$ cat config.mk
export PLATFORM = sky130hd
export DESIGN_NAME = spm_serial_port_mode_control
export DESIGN_NICKNAME = d
export VERILOG_FILES = /design/src/spm_pkg.sv /design/src/spm_serial_port_mode_control.sv
export SDC_FILE = /design/constraint.sdc
export NUM_CORES = 1
export LEC_CHECK = 0
export BUFFER_PORTS_ARGS = -buffer_cell sky130_fd_sc_hd__buf_4
export CAP_MARGIN = 20
export CORE_ASPECT_RATIO = 0.7
export CORE_MARGIN = 5
export CORE_UTILIZATION = 49
export CTS_CLUSTER_DIAMETER = 150
export CTS_CLUSTER_SIZE = 10
export DETAILED_ROUTE_END_ITERATION = 8
export MAX_ROUTING_LAYER = met4
export PLACE_DENSITY = 0.8
export SYNTH_ARGS = -nofsm -noshare
export SYNTH_HDL_FRONTEND = slang
export SYNTH_SLANG_ARGS = --single-unit
$ cat constraint.sdc
create_clock -name sys_clk -period 1.74 [get_ports sys_clk]
set_clock_uncertainty 0.1 [all_clocks]
set_input_delay 0.348 -clock sys_clk [delete_from_list [all_inputs] [get_ports sys_clk]]
set_output_delay 0.348 -clock sys_clk [all_outputs]
set_load 0.01 [all_outputs]
$ cat src/spm_pkg.sv
// Constants, register map and types for the serial port mode control block.
// Assumes one 125 MHz clock and a synchronous active-high reset.
package spm_pkg;
  localparam int MODE_W = 13;
  localparam int B_QUIET = 0;
  localparam int B_COMPUTER = 1;
  localparam int B_SECURE = 2;
  localparam int B_HWHS = 3;
  localparam int B_PROTO = 4;
  localparam int B_MDROP = 5;
  localparam int B_MODEM = 6;
  localparam int B_ERRFIX = 7;
  localparam int B_XONOFF = 8;
  localparam int B_FIFO = 9;
  localparam int B_RS485 = 10;
  localparam int B_E71 = 11;
  localparam int B_PROMPT = 12;
  localparam logic [MODE_W-1:0] MODE_RST = 13'h0380;
  localparam logic [15:0] ID_RST = 16'h0168;
  localparam logic [7:0] CH_XON = 8'h11;
  localparam logic [7:0] CH_XOFF = 8'h13;
  localparam logic [4:0] OFS_MODE0 = 5'h00;
  localparam logic [4:0] OFS_MODE1 = 5'h04;
  localparam logic [4:0] OFS_ID = 5'h08;
  localparam logic [4:0] OFS_STATUS = 5'h0C;
  localparam logic [1:0] RESP_OK = 2'h0;
  localparam logic [1:0] RESP_SLV = 2'h2;
  localparam logic [3:0] FRAME_BITS = 4'hA;
  localparam int BAUD_DIV_RST = 1085;
  typedef enum logic {TX_IDLE, TX_SHIFT} spm_tx_t;
endpackage

$ cat src/spm_serial_port_mode_control.sv
// Mode word registers, command gating and character framing for two serial ports.
// Assumes upstream logic delivers characters and decoded commands on sys_clk.
//
// The implementer's own choices: the address map and the AXI4-Lite interface to the registers.
`timescale 1ns/1ps
`default_nettype none
module spm_serial_port_mode_control #(
  parameter int BAUD_DIV = spm_pkg::BAUD_DIV_RST
) (
  // Clock and reset.
  input  wire logic              sys_clk,
  input  wire logic              rst,
  // AXI4-Lite register slave.
  input  wire logic [4:0]        s_axi_awaddr,
  input  wire logic              s_axi_awvalid,
  output logic                   s_axi_awready,
  input  wire logic [31:0]       s_axi_wdata,
  input  wire logic [3:0]        s_axi_wstrb,
  input  wire logic              s_axi_wvalid,
  output logic                   s_axi_wready,
  output logic [1:0]             s_axi_bresp,
  output logic                   s_axi_bvalid,
  input  wire logic              s_axi_bready,
  input  wire logic [4:0]        s_axi_araddr,
  input  wire logic              s_axi_arvalid,
  output logic                   s_axi_arready,
  output logic [31:0]            s_axi_rdata,
  output logic [1:0]             s_axi_rresp,
  output logic                   s_axi_rvalid,
  input  wire logic              s_axi_rready,
  // Outgoing characters, one stream per port.
  input  wire logic [1:0]        txValid,
  input  wire logic [1:0][7:0]   txData,
  input  wire logic [1:0]        txUnsol,
  input  wire logic [1:0]        txEcho,
  output logic [1:0]             txReady,
  // Received characters from the port receivers.
  input  wire logic [1:0]        rxValid,
  input  wire logic [1:0][7:0]   rxData,
  input  wire logic [1:0]        rxRoom,
  output logic [1:0]             rxLine,
  // Decoded commands.
  input  wire logic [1:0]        cmdValid,
  input  wire logic [1:0]        cmdHelp,
  input  wire logic [1:0]        cmdPass,
  input  wire logic [1:0][15:0]  cmdId,
  output logic [1:0]             cmdAccept,
  output logic [1:0]             cmdReject,
  // Line pins: A is connector pin 2, B is pin 3.
  input  wire logic [1:0]        lineA_i,
  output logic [1:0]             lineA_o,
  output logic [1:0]             lineA_oe,
  input  wire logic [1:0]        lineB_i,
  output logic [1:0]             lineB_o,
  output logic [1:0]             lineB_oe,
  input  wire logic [1:0]        cts_i,
  output logic [1:0]             rts_o,
  output logic [1:0]             dsr_o,
  // Board straps and role switch.
  input  wire logic              roleDte,
  input  wire logic              boardSel6,
  input  wire logic              terminationStrap,
  // Configuration seen by the protocol firmware.
  output logic [1:0]             modemInitReq,
  output logic [1:0]             cfgAltProto,
  output logic [1:0]             cfgParityFix,
  output logic [1:0]             cfgFifo,
  output logic [1:0]             cfgPrompt,
  output logic                   rs485Active,
  output logic                   termActive
);
  import spm_pkg::*;

  logic [MODE_W-1:0] modeQ [2];
  logic [15:0]       idQ;
  logic [8:0]        syncA_q;
  logic [8:0]        syncB_q;
  logic [1:0]        aS;
  logic [1:0]        bS;
  logic [1:0]        ctsS;
  logic              dteS;
  logic              sel6S;
  logic              termS;
  logic [1:0]        rs485;
  logic [1:0]        cmdOk;
  logic [1:0]        cmdBad;
  logic [1:0]        unlocked_q;
  logic [1:0]        started;

  // Every pin and strap passes two flops before any logic reads it.
  always_ff @(posedge sys_clk) begin
    if (rst) begin
      syncA_q <= '0;
      syncB_q <= '0;
    end else begin
      syncA_q <= {terminationStrap, boardSel6, roleDte, cts_i, lineB_i, lineA_i};
      syncB_q <= syncA_q;
    end
  end
  assign aS = syncB_q[1:0];
  assign bS = syncB_q[3:2];
  assign ctsS = syncB_q[5:4];
  assign dteS = syncB_q[6];
  assign sel6S = syncB_q[7];
  assign termS = syncB_q[8];

  // Only the second port can run RS-485, and only with the selector on.
  assign rs485[0] = 1'b0;
  assign rs485[1] = modeQ[1][B_RS485] & sel6S;

  always_ff @(posedge sys_clk) begin
    if (rst) begin
      rs485Active <= 1'b0;
      termActive <= 1'b0;
    end else begin
      rs485Active <= rs485[1];
      termActive <= rs485[1] & termS;
    end
  end

  // Register slave. Address and data are held until both have arrived.
  logic        awHave_q;
  logic        wHave_q;
  logic [4:0]  awAddr_q;
  logic [31:0] wData_q;
  logic [3:0]  wStrb_q;
  logic        doWrite;
  logic [31:0] status;

  assign doWrite = awHave_q & wHave_q & ~s_axi_bvalid;

  always_ff @(posedge sys_clk) begin
    if (rst) begin
      awHave_q <= 1'b0;
      wHave_q <= 1'b0;
      awAddr_q <= '0;
      wData_q <= '0;
      wStrb_q <= '0;
      s_axi_awready <= 1'b0;
      s_axi_wready <= 1'b0;
      s_axi_bvalid <= 1'b0;
      s_axi_bresp <= RESP_OK;
    end else begin
      s_axi_awready <= ~awHave_q & ~(s_axi_awvalid & s_axi_awready);
      s_axi_wready <= ~wHave_q & ~(s_axi_wvalid & s_axi_wready);
      if (s_axi_awvalid & s_axi_awready) begin
        awHave_q <= 1'b1;
        awAddr_q <= s_axi_awaddr;
      end
      if (s_axi_wvalid & s_axi_wready) begin
        wHave_q <= 1'b1;
        wData_q <= s_axi_wdata;
        wStrb_q <= s_axi_wstrb;
      end
      if (doWrite) begin
        awHave_q <= 1'b0;
        wHave_q <= 1'b0;
        s_axi_bvalid <= 1'b1;
        s_axi_bresp <= (awAddr_q == OFS_MODE0 || awAddr_q == OFS_MODE1 ||
                        awAddr_q == OFS_ID) ? RESP_OK : RESP_SLV;
      end else if (s_axi_bvalid & s_axi_bready) begin
        s_axi_bvalid <= 1'b0;
      end
    end
  end

  // Each port's mode word is written only through its own address.
  always_ff @(posedge sys_clk) begin
    if (rst) begin
      modeQ[0] <= MODE_RST;
      modeQ[1] <= MODE_RST;
      idQ <= ID_RST;
    end else if (doWrite) begin
      for (int i = 0; i < 2; i++) begin
        if (awAddr_q == (i == 0 ? OFS_MODE0 : OFS_MODE1)) begin
          if (wStrb_q[0]) modeQ[i][7:0] <= wData_q[7:0];
          if (wStrb_q[1]) modeQ[i][12:8] <= wData_q[12:8];
        end
      end
      if (awAddr_q == OFS_ID) begin
        if (wStrb_q[0]) idQ[7:0] <= wData_q[7:0];
        if (wStrb_q[1]) idQ[15:8] <= wData_q[15:8];
      end
    end
  end

  assign status = {24'h000000, unlocked_q, started, termS, sel6S, rs485[1], dteS};

  always_ff @(posedge sys_clk) begin
    if (rst) begin
      s_axi_arready <= 1'b0;
      s_axi_rvalid <= 1'b0;
      s_axi_rdata <= '0;
      s_axi_rresp <= RESP_OK;
    end else begin
      s_axi_arready <= ~s_axi_rvalid & ~(s_axi_arvalid & s_axi_arready);
      if (s_axi_arvalid & s_axi_arready) begin
        s_axi_rvalid <= 1'b1;
        s_axi_rresp <= RESP_OK;
        case (s_axi_araddr)
          OFS_MODE0:  s_axi_rdata <= {19'h00000, modeQ[0]};
          OFS_MODE1:  s_axi_rdata <= {19'h00000, modeQ[1]};
          OFS_ID:     s_axi_rdata <= {16'h0000, idQ};
          OFS_STATUS: s_axi_rdata <= status;
          default: begin
            s_axi_rdata <= '0;
            s_axi_rresp <= RESP_SLV;
          end
        endcase
      end else if (s_axi_rvalid & s_axi_rready) begin
        s_axi_rvalid <= 1'b0;
      end
    end
  end

  for (genvar p = 0; p < 2; p++) begin : g_port
    logic [MODE_W-1:0] m;
    logic              addressed;
    logic              xoff_q;
    logic              modemDone_q;
    logic              accept;
    logic              drop;
    spm_tx_t           st_q;
    logic [9:0]        shf_q;
    logic [3:0]        bitCnt_q;
    logic [15:0]       div_q;
    logic              txBit;
    logic              swap;

    assign m = modeQ[p];
    // RS-485 wins over multidrop addressing when both are set.
    assign addressed = ~m[B_MDROP] | rs485[p] | (cmdId[p] == idQ);
    assign cmdOk[p] = addressed & (~m[B_SECURE] | unlocked_q[p] |
                                   cmdHelp[p] | cmdPass[p]);
    assign cmdBad[p] = addressed & ~cmdOk[p];

    always_ff @(posedge sys_clk) begin
      if (rst) begin
        unlocked_q[p] <= 1'b0;
        cmdAccept[p] <= 1'b0;
        cmdReject[p] <= 1'b0;
      end else begin
        cmdAccept[p] <= cmdValid[p] & cmdOk[p];
        cmdReject[p] <= cmdValid[p] & cmdBad[p];
        if (cmdValid[p] & cmdPass[p] & addressed) unlocked_q[p] <= 1'b1;
      end
    end

    // Unsolicited reports in quiet mode and echoes in computer mode are taken and discarded, never sent.
    assign drop = (m[B_QUIET] & txUnsol[p]) | (m[B_COMPUTER] & txEcho[p]);
    assign accept = txValid[p] & txReady[p];
    assign started[p] = accept & ~drop;

    always_ff @(posedge sys_clk) begin
      if (rst) begin
        xoff_q <= 1'b0;
      end else if (~m[B_XONOFF]) begin
        xoff_q <= 1'b0;
      end else if (rxValid[p] && rxData[p] == CH_XOFF) begin
        xoff_q <= 1'b1;
      end else if (rxValid[p] && rxData[p] == CH_XON) begin
        xoff_q <= 1'b0;
      end
    end

    // Ready is withheld while paused, so a paused port also holds dropped output.
    always_ff @(posedge sys_clk) begin
      if (rst) begin
        txReady[p] <= 1'b0;
      end else begin
        txReady[p] <= st_q == TX_IDLE && !accept && !xoff_q &&
                      (!m[B_HWHS] || ctsS[p] || rs485[p]);
      end
    end

    // Seven-bit framing replaces bit 7 with even parity; both frames are ten bits.
    always_ff @(posedge sys_clk) begin
      if (rst) begin
        st_q <= TX_IDLE;
        shf_q <= '1;
        bitCnt_q <= '0;
        div_q <= '0;
      end else begin
        case (st_q)
          TX_IDLE: begin
            if (started[p]) begin
              st_q <= TX_SHIFT;
              shf_q <= {1'b1, m[B_E71] ? ^txData[p][6:0] : txData[p][7],
                        txData[p][6:0], 1'b0};
              bitCnt_q <= '0;
              div_q <= '0;
            end
          end
          TX_SHIFT: begin
            if (div_q == 16'(BAUD_DIV - 1)) begin
              div_q <= '0;
              shf_q <= {1'b1, shf_q[9:1]};
              bitCnt_q <= bitCnt_q + 4'h1;
              if (bitCnt_q == FRAME_BITS - 4'h1) st_q <= TX_IDLE;
            end else begin
              div_q <= div_q + 16'h0001;
            end
          end
          default: st_q <= TX_IDLE;
        endcase
      end
    end

    assign txBit = st_q == TX_SHIFT ? shf_q[0] : 1'b1;
    // Only the first port has the rear-panel role switch.
    assign swap = (p == 0) && dteS;

    always_ff @(posedge sys_clk) begin
      if (rst) begin
        lineA_o[p] <= 1'b1;
        lineA_oe[p] <= 1'b0;
        lineB_o[p] <= 1'b1;
        lineB_oe[p] <= 1'b0;
        rxLine[p] <= 1'b1;
      end else if (rs485[p]) begin
        lineA_o[p] <= ~txBit;
        lineB_o[p] <= txBit;
        lineA_oe[p] <= st_q == TX_SHIFT;
        lineB_oe[p] <= st_q == TX_SHIFT;
        rxLine[p] <= bS[p];
      end else begin
        lineA_o[p] <= txBit;
        lineB_o[p] <= txBit;
        lineA_oe[p] <= ~swap;
        lineB_oe[p] <= swap;
        rxLine[p] <= swap ? aS[p] : bS[p];
      end
    end

    always_ff @(posedge sys_clk) begin
      if (rst) begin
        rts_o[p] <= 1'b0;
        dsr_o[p] <= 1'b0;
        modemDone_q <= 1'b0;
        modemInitReq[p] <= 1'b0;
        cfgAltProto[p] <= 1'b0;
        cfgParityFix[p] <= 1'b0;
        cfgFifo[p] <= 1'b0;
        cfgPrompt[p] <= 1'b0;
      end else begin
        rts_o[p] <= ~m[B_HWHS] | rxRoom[p];
        dsr_o[p] <= m[B_MODEM];
        modemInitReq[p] <= m[B_MODEM] & ~modemDone_q;
        if (m[B_MODEM]) modemDone_q <= 1'b1;
        cfgAltProto[p] <= m[B_PROTO];
        cfgParityFix[p] <= m[B_ERRFIX];
        cfgFifo[p] <= m[B_FIFO];
        cfgPrompt[p] <= m[B_PROMPT];
      end
    end

  end
endmodule
`default_nettype wire

==> Yosys cells after proc, flatten, opt, wreduce, memory -nomap -nowiden <==
Memory sizes are Yosys's and may differ from the RTL's.
Cells that the tools add are included.
{ "totals": {"inputBits": 142, "mem_bits_rw": 26, "reg_bits": 199, "word_cells": 269, "memories": 1} }
{ "classes": {"bitwise": 77, "n_addsub": 4, "n_reduce_logical": 39, "n_eq_ne": 19, "muxes": 67} }
{ "memory_table": {"columns": ["name", "depth", "width", "rd", "rd_clocked_by_memory_dff", "write_ports", "line", "text"], "rows": [
  ["modeQ", 2, 13, 2, 0, 2, "spm_serial_port_mode_control.sv:74", "logic [MODE_W-1:0] modeQ [2];"]
]} }
{ "op_table": {"columns": ["operator", "count"], "rows": [
  ["2-to-1 mux 16 bit", 4],
  ["one-hot mux 16 bit (2 select lines)", 2],
  ["one-hot mux 16 bit (4 select lines)", 1],
  ["2-to-1 mux 1 bit", 40],
  ["2-to-1 mux 10 bit", 4],
  ["one-hot mux 10 bit (2 select lines)", 2],
  ["AND 1 bit", 34],
  ["adder 16 x 1 -> 16 bit (second input constant)", 2],
  ["equality test 16 x 11 -> 1 bit (second input constant)", 2],
  ["equality test 16 bit", 2],
  ["equality test 8 x 5 -> 1 bit (second input constant)", 4],
  ["NOT 1 bit", 26],
  ["bitwise OR 1 bit", 17],
  ["2-to-1 mux 4 bit", 4],
  ["2-to-1 mux 8 bit", 2],
  ["one-hot mux 4 bit (2 select lines)", 2],
  ["equality test 5 x 4 -> 1 bit (second input constant)", 3],
  ["XOR reduction 7 bit", 2],
  ["equality test 5 x 3 -> 1 bit (second input constant)", 2],
  ["logical AND 1 bit", 10],
  ["logical NOT 5 bit", 2],
  ["2-to-1 mux 5 bit", 2],
  ["OR reduction 2 bit", 5],
  ["adder 4 x 1 -> 4 bit (second input constant)", 2],
  ["11 further kinds", 30]
]} }

==> Longest topological paths before layout <==
Gate-level depths: netlist of the first run.
An unclocked memory read counts as a cell.
{ "logic_depth": {"ltp_word": 9, "mapped_depth": 7, "ltp_nobuf": 6} }

==> Least setup slack after synthesis of the first run <==
No wires, ideal clock.
{ "synth_path": {"kind": "flip-flop to flip-flop", "from": "register g_port[1].div_q[0]", "to": "register g_port[1].bitCnt_q[3]", "arrival_ns": 1.643, "path_buffers": 0, "path_slack_ns": -0.089, "stages_incl_launch_ff": 7, "required_time_ns": 1.554, "setup_ns": 0.086, "path_cell_list": "dfxtp_1 inv_1 ha_1 nor4b_4 nand4_2 or4_1 a211oi_1"} }
{ "synth_between": {"elab_chain_len": 3} }
{ "synth_rtl": {"columns": ["element", "line", "text"], "rows": [
  ["from (decl)", "spm_serial_port_mode_control.sv:226", "logic [15:0] div_q;"],
  ["from (signal assigned)", "spm_serial_port_mode_control.sv:301", "div_q <= div_q + 16'h0001;"],
  ["equality test 16 x 11 -> 1 bit", "spm_serial_port_mode_control.sv:295", "if (div_q == 16'(BAUD_DIV - 1)) begin"],
  ["!= test 2 x 1 -> 1 bit (no source line)", null, null],
  ["AND reduction 2 bit (no source line)", null, null],
  ["to (signal assigned)", "spm_serial_port_mode_control.sv:298", "bitCnt_q <= bitCnt_q + 4'h1;"],
  ["to (decl)", "spm_serial_port_mode_control.sv:225", "logic [3:0] bitCnt_q;"]
]} }
Every way passes these cells.
A chain may end at the register's enable or synchronous reset.

==> Worst setup path in the final report of the first run <==
Ends and elaborated chain as after synthesis.

==> results.json, run 1 <==
{
  "async_flop_share_pct": 0,
  "cts_buffer_depth": 3,
  "crit_fanout": 5,
  "finalPower_w": 0.01055,
  "slowest_stage": "or4_4",
  "drive_above_1_share_pct": 30.25,
  "synth.avg_cell_area_um2": 9.437,
  "crit_chain": "inv_4 > ha_4 > nor4b_4 > nand4_4 > or4_4 > a211oi_2",
  "status": "finished with violations",
  "swShare_pct": 23.62,
  "syn_inst": 973,
  "htreeDepth": 1,
  "power.share.sequential_pct": 47.0,
  "wire_per_inst_um": 18.67,
  "grt_pass1_vias": 8114,
  "fin_ws_ns": -0.08449,
  "gp_congestion": 0.8934,
  "ys_types": 68,
  "synth_compound_area_share_pct": 12.09,
  "routed_wl_um": 27850,
  "vias": 8457,
  "start_kind": "flop",
  "grt_setup_unrepaired": "true",
  "cap_viol_max_count": 0,
  "fp.coreArea_um2": 18210,
  "comb_power_share_pct": 10.6,
  "synth_mux_area_share_pct": 6.050,
  "viasPerCell": 5.668,
  "max_stage_delay_ns": 0.46,
  "ios": 215,
  "syn_to_final_growth_pct": 36.35,
  "clk_latency_ns": 0.51,
  "period_needed_ns": 1.824,
  "seq_area_frac_synth_pct": 47.09,
  "hold_viol": 0,
  "rows": 41,
  "pwr_density_cell_nw_per_um2": 842.9,
  "synth_area_um2": 9183,
  "grt_max_degree": 48,
  "ys_dominant_reg_cell": "dfxtp_1",
  "numCtsBuffers": 24,
  "die_height_um": 124.5,
  "netlist.area_leader.share_pct": 38.59,
  "portBuffers": 177,
  "hold_path.class": "in -> reg",
  "yosysTopAreaCell": "dfxtp_1",
  "fin_crit_sh_pct": 104.9,
  "cts_num_sinks": 203,
  "hp-start": "s_axi_wdata[5]",
  "r2r-end": "g_port[1].bitCnt_q[3]",
  "pwr-share-clk_pct": 42.3,
  "p_int_w": 0.008061,
  "max_slew_margin_pct": 51.80,
  "grt_pass1_wl_um": 43760,
  "violations": "setup timing",
  "final_nets": 1393,
  "initial_core_util_pct": 50.42,
  "p_sw_w": 0.002493,
  "cp.required_ns": 2.07,
  "fp.dieArea_um2": 21620,
  "ant_nets": 0,
  "cp-end-kind": "flop",
  "synth.area.top_cells": "dfxtp_1 39%, edfxtp_1 8.5%, nand2_1 4.3%, mux2i_1 3.6%, a21oi_1 2.6%",
  "worstMarginPinSlew_ns": 0.7203,
  "min_to": "wData_q[5]",
  "root_buffer": "clkbuf_16",
  "cts_tree": "built",
  "grt-ovfl-total": 0,
  "max_freq_mhz": 548.1,
  "antenna_found_initial": 3,
  "hold_path_depth": 3,
  "path_class": "reg -> reg",
  "vdd_ir_drop_max_mv": 0.5886,
  "reg2reg_depth": 6,
  "synth-xor-area-share_pct": 4.701,
  "synth_seq_cells": 203,
  "grtUsageTotal_pct": 25.28,
  "drc_errors": 0,
  "clkTransAtPathRegs_ns": 0.06,
  "yosys_warnings": 0,
  "crit_family": "simple AND/OR/NAND/NOR gates",
  "first_iter_violations": 803,
  "r2r_slack_ns": -0.08,
  "crit_arrival_ns": 2.15,
  "synthSimpleGateAreaFrac_pct": 23.91,
  "die_w_um": 173.6,
  "slew_viol_final": 0,
  "r2r-start": "g_port[1].div_q[0]",
  "setup_tns_ns": -0.3710,
  "p_leak_nw": 5.184,
  "firstDrtPassIters": 5,
  "dp_hpwl_um": 19980,
  "synth_enable_flop_cells": 26,
  "critPathBufInv": 1,
  "synthAdderAreaFrac_pct": 1.090,
  "finalSetupViolCount": 10,
  "synth_top_family_by_area": "simple AND/OR/NAND/NOR gates"
}
how the worst max path moves through the flow:
stage	endpoint	cells past startpoint	start
finish	g_port[1].bitCnt_q[3]	6	g_port[1].div_q[0]
global placement	g_port[1].bitCnt_q[2]	6	g_port[1].div_q[0]
detailed placement	g_port[1].bitCnt_q[2]	6	g_port[1].div_q[0]
floorplan	g_port[1].bitCnt_q[2]	6	g_port[1].div_q[0]
CTS	g_port[1].bitCnt_q[2]	6	g_port[1].div_q[0]
global route	g_port[1].bitCnt_q[3]	6	g_port[1].div_q[1]
layer usage:
layer	up-vias	GRT usage, %	wire, µm
met4	0	5.631	459
met3	40	6.038	2698
li1	4023	-	-
met1	4016	35.31	12330
met5	-	-	0
met2	378	37.55	12370
per-stage QoR:
stage | utilization, % | setup slack, ns | std cells | hold slack (ns) | cell area [µm²]
global placement | 62.62 | -0.07346 | 1427 | 0.2913 | 11400
CTS | 68.29 | -0.05866 | 1488 | 0.00008210 | 12440
detailed placement | 62.62 | -0.1306 | 1427 | 0.3028 | 11400
finish | 68.75 | -0.08449 | 1492 | 0.005539 | 12520
floorplan | - | -0.01107 | 990 | 0.2895 | 9286
global route | 68.75 | -0.1687 | 1492 | 0.01331 | 12520
power by group through the flow:
stage / clock, W / combinational (W) / sequential, W
detailed placement: 0 / 0.00104 / 0.00506
CTS: 0.00450 / 0.00110 / 0.00496
global placement: 0 / 0.00102 / 0.00506
finish: 0.00446 / 0.00112 / 0.00496
floorplan: 0 / 0.000525 / 0.00505
global route: 0.00471 / 0.00121 / 0.00497
area by class of cell:
type	count	area, µm²
Multi-Input combinational cell	685	4621
Clock inverter	1	8.758
Timing Repair Buffer	305	2479
Inverter	24	92.59
Fill cell	1341	5690
Sequential cell	203	4354
Tap cell	236	295.3
Antenna cell	3	7.507
Clock buffer	35	663.1
tightest hold or removal path, delay by kind of cell:
kind	cells	cell delay, ns
compound gates	1	0.05
simple gates	1	0.06
buf+inv	1	0.11
cell usage after synthesis, types with 4 or more instances:
cell type / count
nor2_1: 43
o21ai_0: 21
xor2_1: 19
dfxtp_1: 177
nor4bb_1: 4
nor4_1: 10
nor3_1: 26
nand4_1: 36
ha_1: 8
and4_1: 9
or4_1: 6
and2_1: 30
buf_4: 19
clkbuf_1: 42
nand2_1: 106
edfxtp_1: 26
a22o_1: 12
buf_2: 6
a211oi_1: 11
nand3_1: 32
buf_1: 11
a31oi_1: 30
xnor3_1: 4
and3_1: 10
a22oi_1: 6
mux2_2: 14
a41oi_1: 5
nor2b_1: 36
o22ai_1: 7
nand3b_1: 7
o2bb2ai_1: 5
inv_1: 24
a21oi_1: 48
xnor2_1: 20
mux2i_1: 33
a311oi_1: 4
nor4b_1: 7
nand2b_1: 10
o211ai_1: 6
timing repair:
action / 4_1_cts / 5_1_grt
setup endpoints to repair: 26 / 65
hold endpoints to repair: 23 / 0
pin swaps: 8 / 8
gates cloned: 0 / 0
hold buffers: 23 / 0
buffers inserted: 2 / 1
gates resized for setup: 31 / 25
cell usage in the layout (no fill, tap or decap), drive strengths merged, types with 7 or more instances in the layout:
cell type / n
nor3: 26
and4: 10
nor4: 11
and3: 11
nor2b: 36
clkbuf: 35
edfxtp: 26
nand2b: 10
nor2: 43
nor4b: 9
mux2: 14
o22ai: 7
dfxtp: 177
nand4: 38
ha: 8
mux2i: 33
a22o: 12
nand3: 33
nand2: 106
and2: 31
xor2: 19
conb: 18
or4: 7
o21ai: 21
a211oi: 11
xnor2: 20
buf: 282
inv: 25
nand3b: 7
dlygate4sd3: 23
a21oi: 49
a31oi: 30
flip-flops by register name, indices dropped and copies added (netlist names), 5 cells and up:
| name | cells |
|---|---|
| syncA_q | 8 |
| syncB_q | 8 |
| wData_q | 16 |
| awAddr_q | 5 |
| g_port.bitCnt_q | 8 |
| modeQ | 26 |
| g_port.div_q | 32 |
| idQ | 16 |
| g_port.shf_q | 18 |
| s_axi_rdata | 16 |
cell families (layout without fill, tap and decap cells):
group                      Yosys count  in the layout
AOI/OAI and AO/OA                  170            170
other                                1             21
muxes                               50             50
xor gates and xnor gates            43             43
and+or+nand+nor                    396            396
DFF                                203            203
adders and majority gates            8              8
buffers and inverters              102            365
Note: power is estimated with default switching activity, not from simulation.
==> run 2: changes to the inputs <==
--- a/config.mk
+++ b/config.mk
@@ -15,6 +15,7 @@
 export DETAILED_ROUTE_END_ITERATION = 8
 export MAX_ROUTING_LAYER = met4
 export PLACE_DENSITY = 0.8
+export REMOVE_ABC_BUFFERS = 1
 export SYNTH_ARGS = -nofsm -noshare
 export SYNTH_HDL_FRONTEND = slang
 export SYNTH_SLANG_ARGS = --single-unit
==> run 2 against run 1 <==
The flow still finishes with violations (setup timing). Clock-buffer cell count fell by 1. Fmax rose by 1.6%. Non-clock buffer count rose by 35. Flip-flop and latch count did not move. Die area did not move. Sequential share of layout area fell by 0.95 points. Combinational power rose by 7%. Register-to-register slack improved by 0.03 ns. Worst setup slack improved by 0.028 ns. Clock power barely moved. Highest routed layer unchanged.
==> results.json, run 2 (synthesized netlist as in run 1, its figures left out) <==
{
  "critPathBufInv": 1,
  "wire_per_inst_um": 19.48,
  "grt_max_degree": 46,
  "max_slew_margin_pct": 36.54,
  "fp.dieArea_um2": 21620,
  "crit_fanout": 5,
  "diodes": 0,
  "worstMarginPinSlew_ns": 0.9483,
  "grt_pass1_vias": 8684,
  "period_needed_ns": 1.796,
  "cp.required_ns": 2.07,
  "cts_num_sinks": 203,
  "crit_chain": "inv_2 > ha_4 > nor4b_4 > nand4_2 > or4_4 > a211oi_2",
  "instances_no_fill": 1524,
  "p_leak_nw": 5.417,
  "cts_buffer_depth": 3,
  "largest_reg_flops": 32,
  "pwr_density_cell_nw_per_um2": 817.8,
  "hold_viol": 0,
  "syn_to_final_growth_pct": 40.93,
  "placed_area_um2": 11500,
  "numCtsBuffers": 24,
  "fill_cells": 1297,
  "fin_crit_sh_pct": 103.2,
  "routed_wl_um": 29690,
  "status": "finished with violations",
  "top_register": "g_port.div_q",
  "finalSetupViolCount": 6,
  "dp_slack_ns": -0.1339,
  "vias": 8696,
  "layout_commonest_cell": "buf_4",
  "drc_errors": 0,
  "clk_latency_ns": 0.52,
  "fin_area_um2": 12940,
  "setup_tns_ns": -0.1231,
  "firstDrtPassIters": 5,
  "max_freq_mhz": 556.7,
  "fin_ws_ns": -0.05625,
  "max_stage_delay_ns": 0.47,
  "viasPerCell": 5.706,
  "r2r_slack_ns": -0.06,
  "slowest_stage": "or4_4",
  "vdd_ir_drop_max_mv": 0.7163,
  "place_inst": 1447,
  "die_w_um": 173.6,
  "reg_top3": "g_port.div_q x32, modeQ x26, g_port.shf_q x18",
  "first_iter_violations": 944,
  "portBuffers": 177,
  "finalPower_w": 0.01058,
  "start_kind": "flop",
  "initial_core_util_pct": 50.42,
  "cap_viol_max_count": 0,
  "antenna_found_initial": 0,
  "fp.coreArea_um2": 18210,
  "hold_path.class": "in -> reg",
  "grt_setup_unrepaired": "true",
  "grt-ovfl-total": 0,
  "crit_family": "simple AND/OR/NAND/NOR gates",
  "slew_viol_final": 0,
  "cts_tree": "built",
  "ios": 215,
  "drive_above_1_share_pct": 33.46,
  "ant_nets": 0,
  "clkTransAtPathRegs_ns": 0.05,
  "crit_arrival_ns": 2.13,
  "root_buffer": "clkbuf_16",
  "violations": "setup timing",
  "dp_hpwl_um": 21020,
  "final_nets": 1428,
  "grtUsageTotal_pct": 26.75,
  "grt_pass1_wl_um": 46040,
  "gp_congestion": 1.028,
  "layout_common_cells": "294 x buf_4, 154 x dfxtp_1, 104 x nand2_1",
  "htreeDepth": 1,
  "rows": 41,
  "cp-end-kind": "flop",
  "die_height_um": 124.5,
  "path_class": "reg -> reg"
}
run 2: final cells by class:
cell class              instances  area [µm²]  area share (%)
well taps                     236       295.3           2.282
flip-flops and latches        203        4378           33.83
clock buffers                  34       638.1           4.931
inverters                      24       90.09          0.6961
clock inverters                 2       38.79          0.2997
repair buffers                340        2750           21.25
multi-input cells             685        4751           36.71
run 2: layer usage:
layer / wire length (µm) / share of wire (%) / up-vias / GRT usage, %
li1: - / - / 4093 / -
met1: 12470 / 42 / 4103 / 35.79
met2: 13260 / 45 / 434 / 41.00
met3: 3005 / 10 / 66 / 6.038
met4: 951 / 3.2 / 0 / 7.725
met5: 0 / 0 / - / -
run 2: report_power, final:
group          leakage [nW]  internal, W  switching, W  total, W
clock network         0.324      0.00254       0.00190   0.00444
logic                  3.39     0.000624      0.000574   0.00120
registers              1.70      0.00486     0.0000871   0.00495
run 2: timing repair:
item | 4_1_cts | 5_1_grt
resized for setup | 47 | 53
pin swaps | 15 | 20
buffers inserted | 10 | 2
endpoints found under the hold margin | 32 | 0
hold buffers | 32 | 0
endpoints found under the setup margin | 33 | 91
run 2: per-stage QoR:
step	utilization, %	hold slack [ns]
final	71.06	0.02473
after CTS	69.89	0.008777
after detailed placement	63.16	0.3019
after global placement	63.16	0.3005
after global routing	71.06	0.01909
after floorplan	-	0.2895
run 2: worst paths after layout:
kind / endpoint / depth (start not counted) / start
worst min-delay path: awAddr_q[4] / 3 / s_axi_awaddr[4]
worst min register to register: txReady[0] / 1 / g_port[0].xoff_q
worst max register to register: g_port[1].bitCnt_q[3] / 6 / g_port[1].div_q[0]
worst max-delay path: g_port[1].bitCnt_q[3] / 6 / g_port[1].div_q[0]
run 2: worst reg2reg max path, cell delays in order (launching register included):
cell and delay, ns:
dfxtp_2 0.32, inv_2 0.07, ha_4 0.14, nor4b_4 0.21, nand4_2 0.19, or4_4 0.47, a211oi_2 0.22
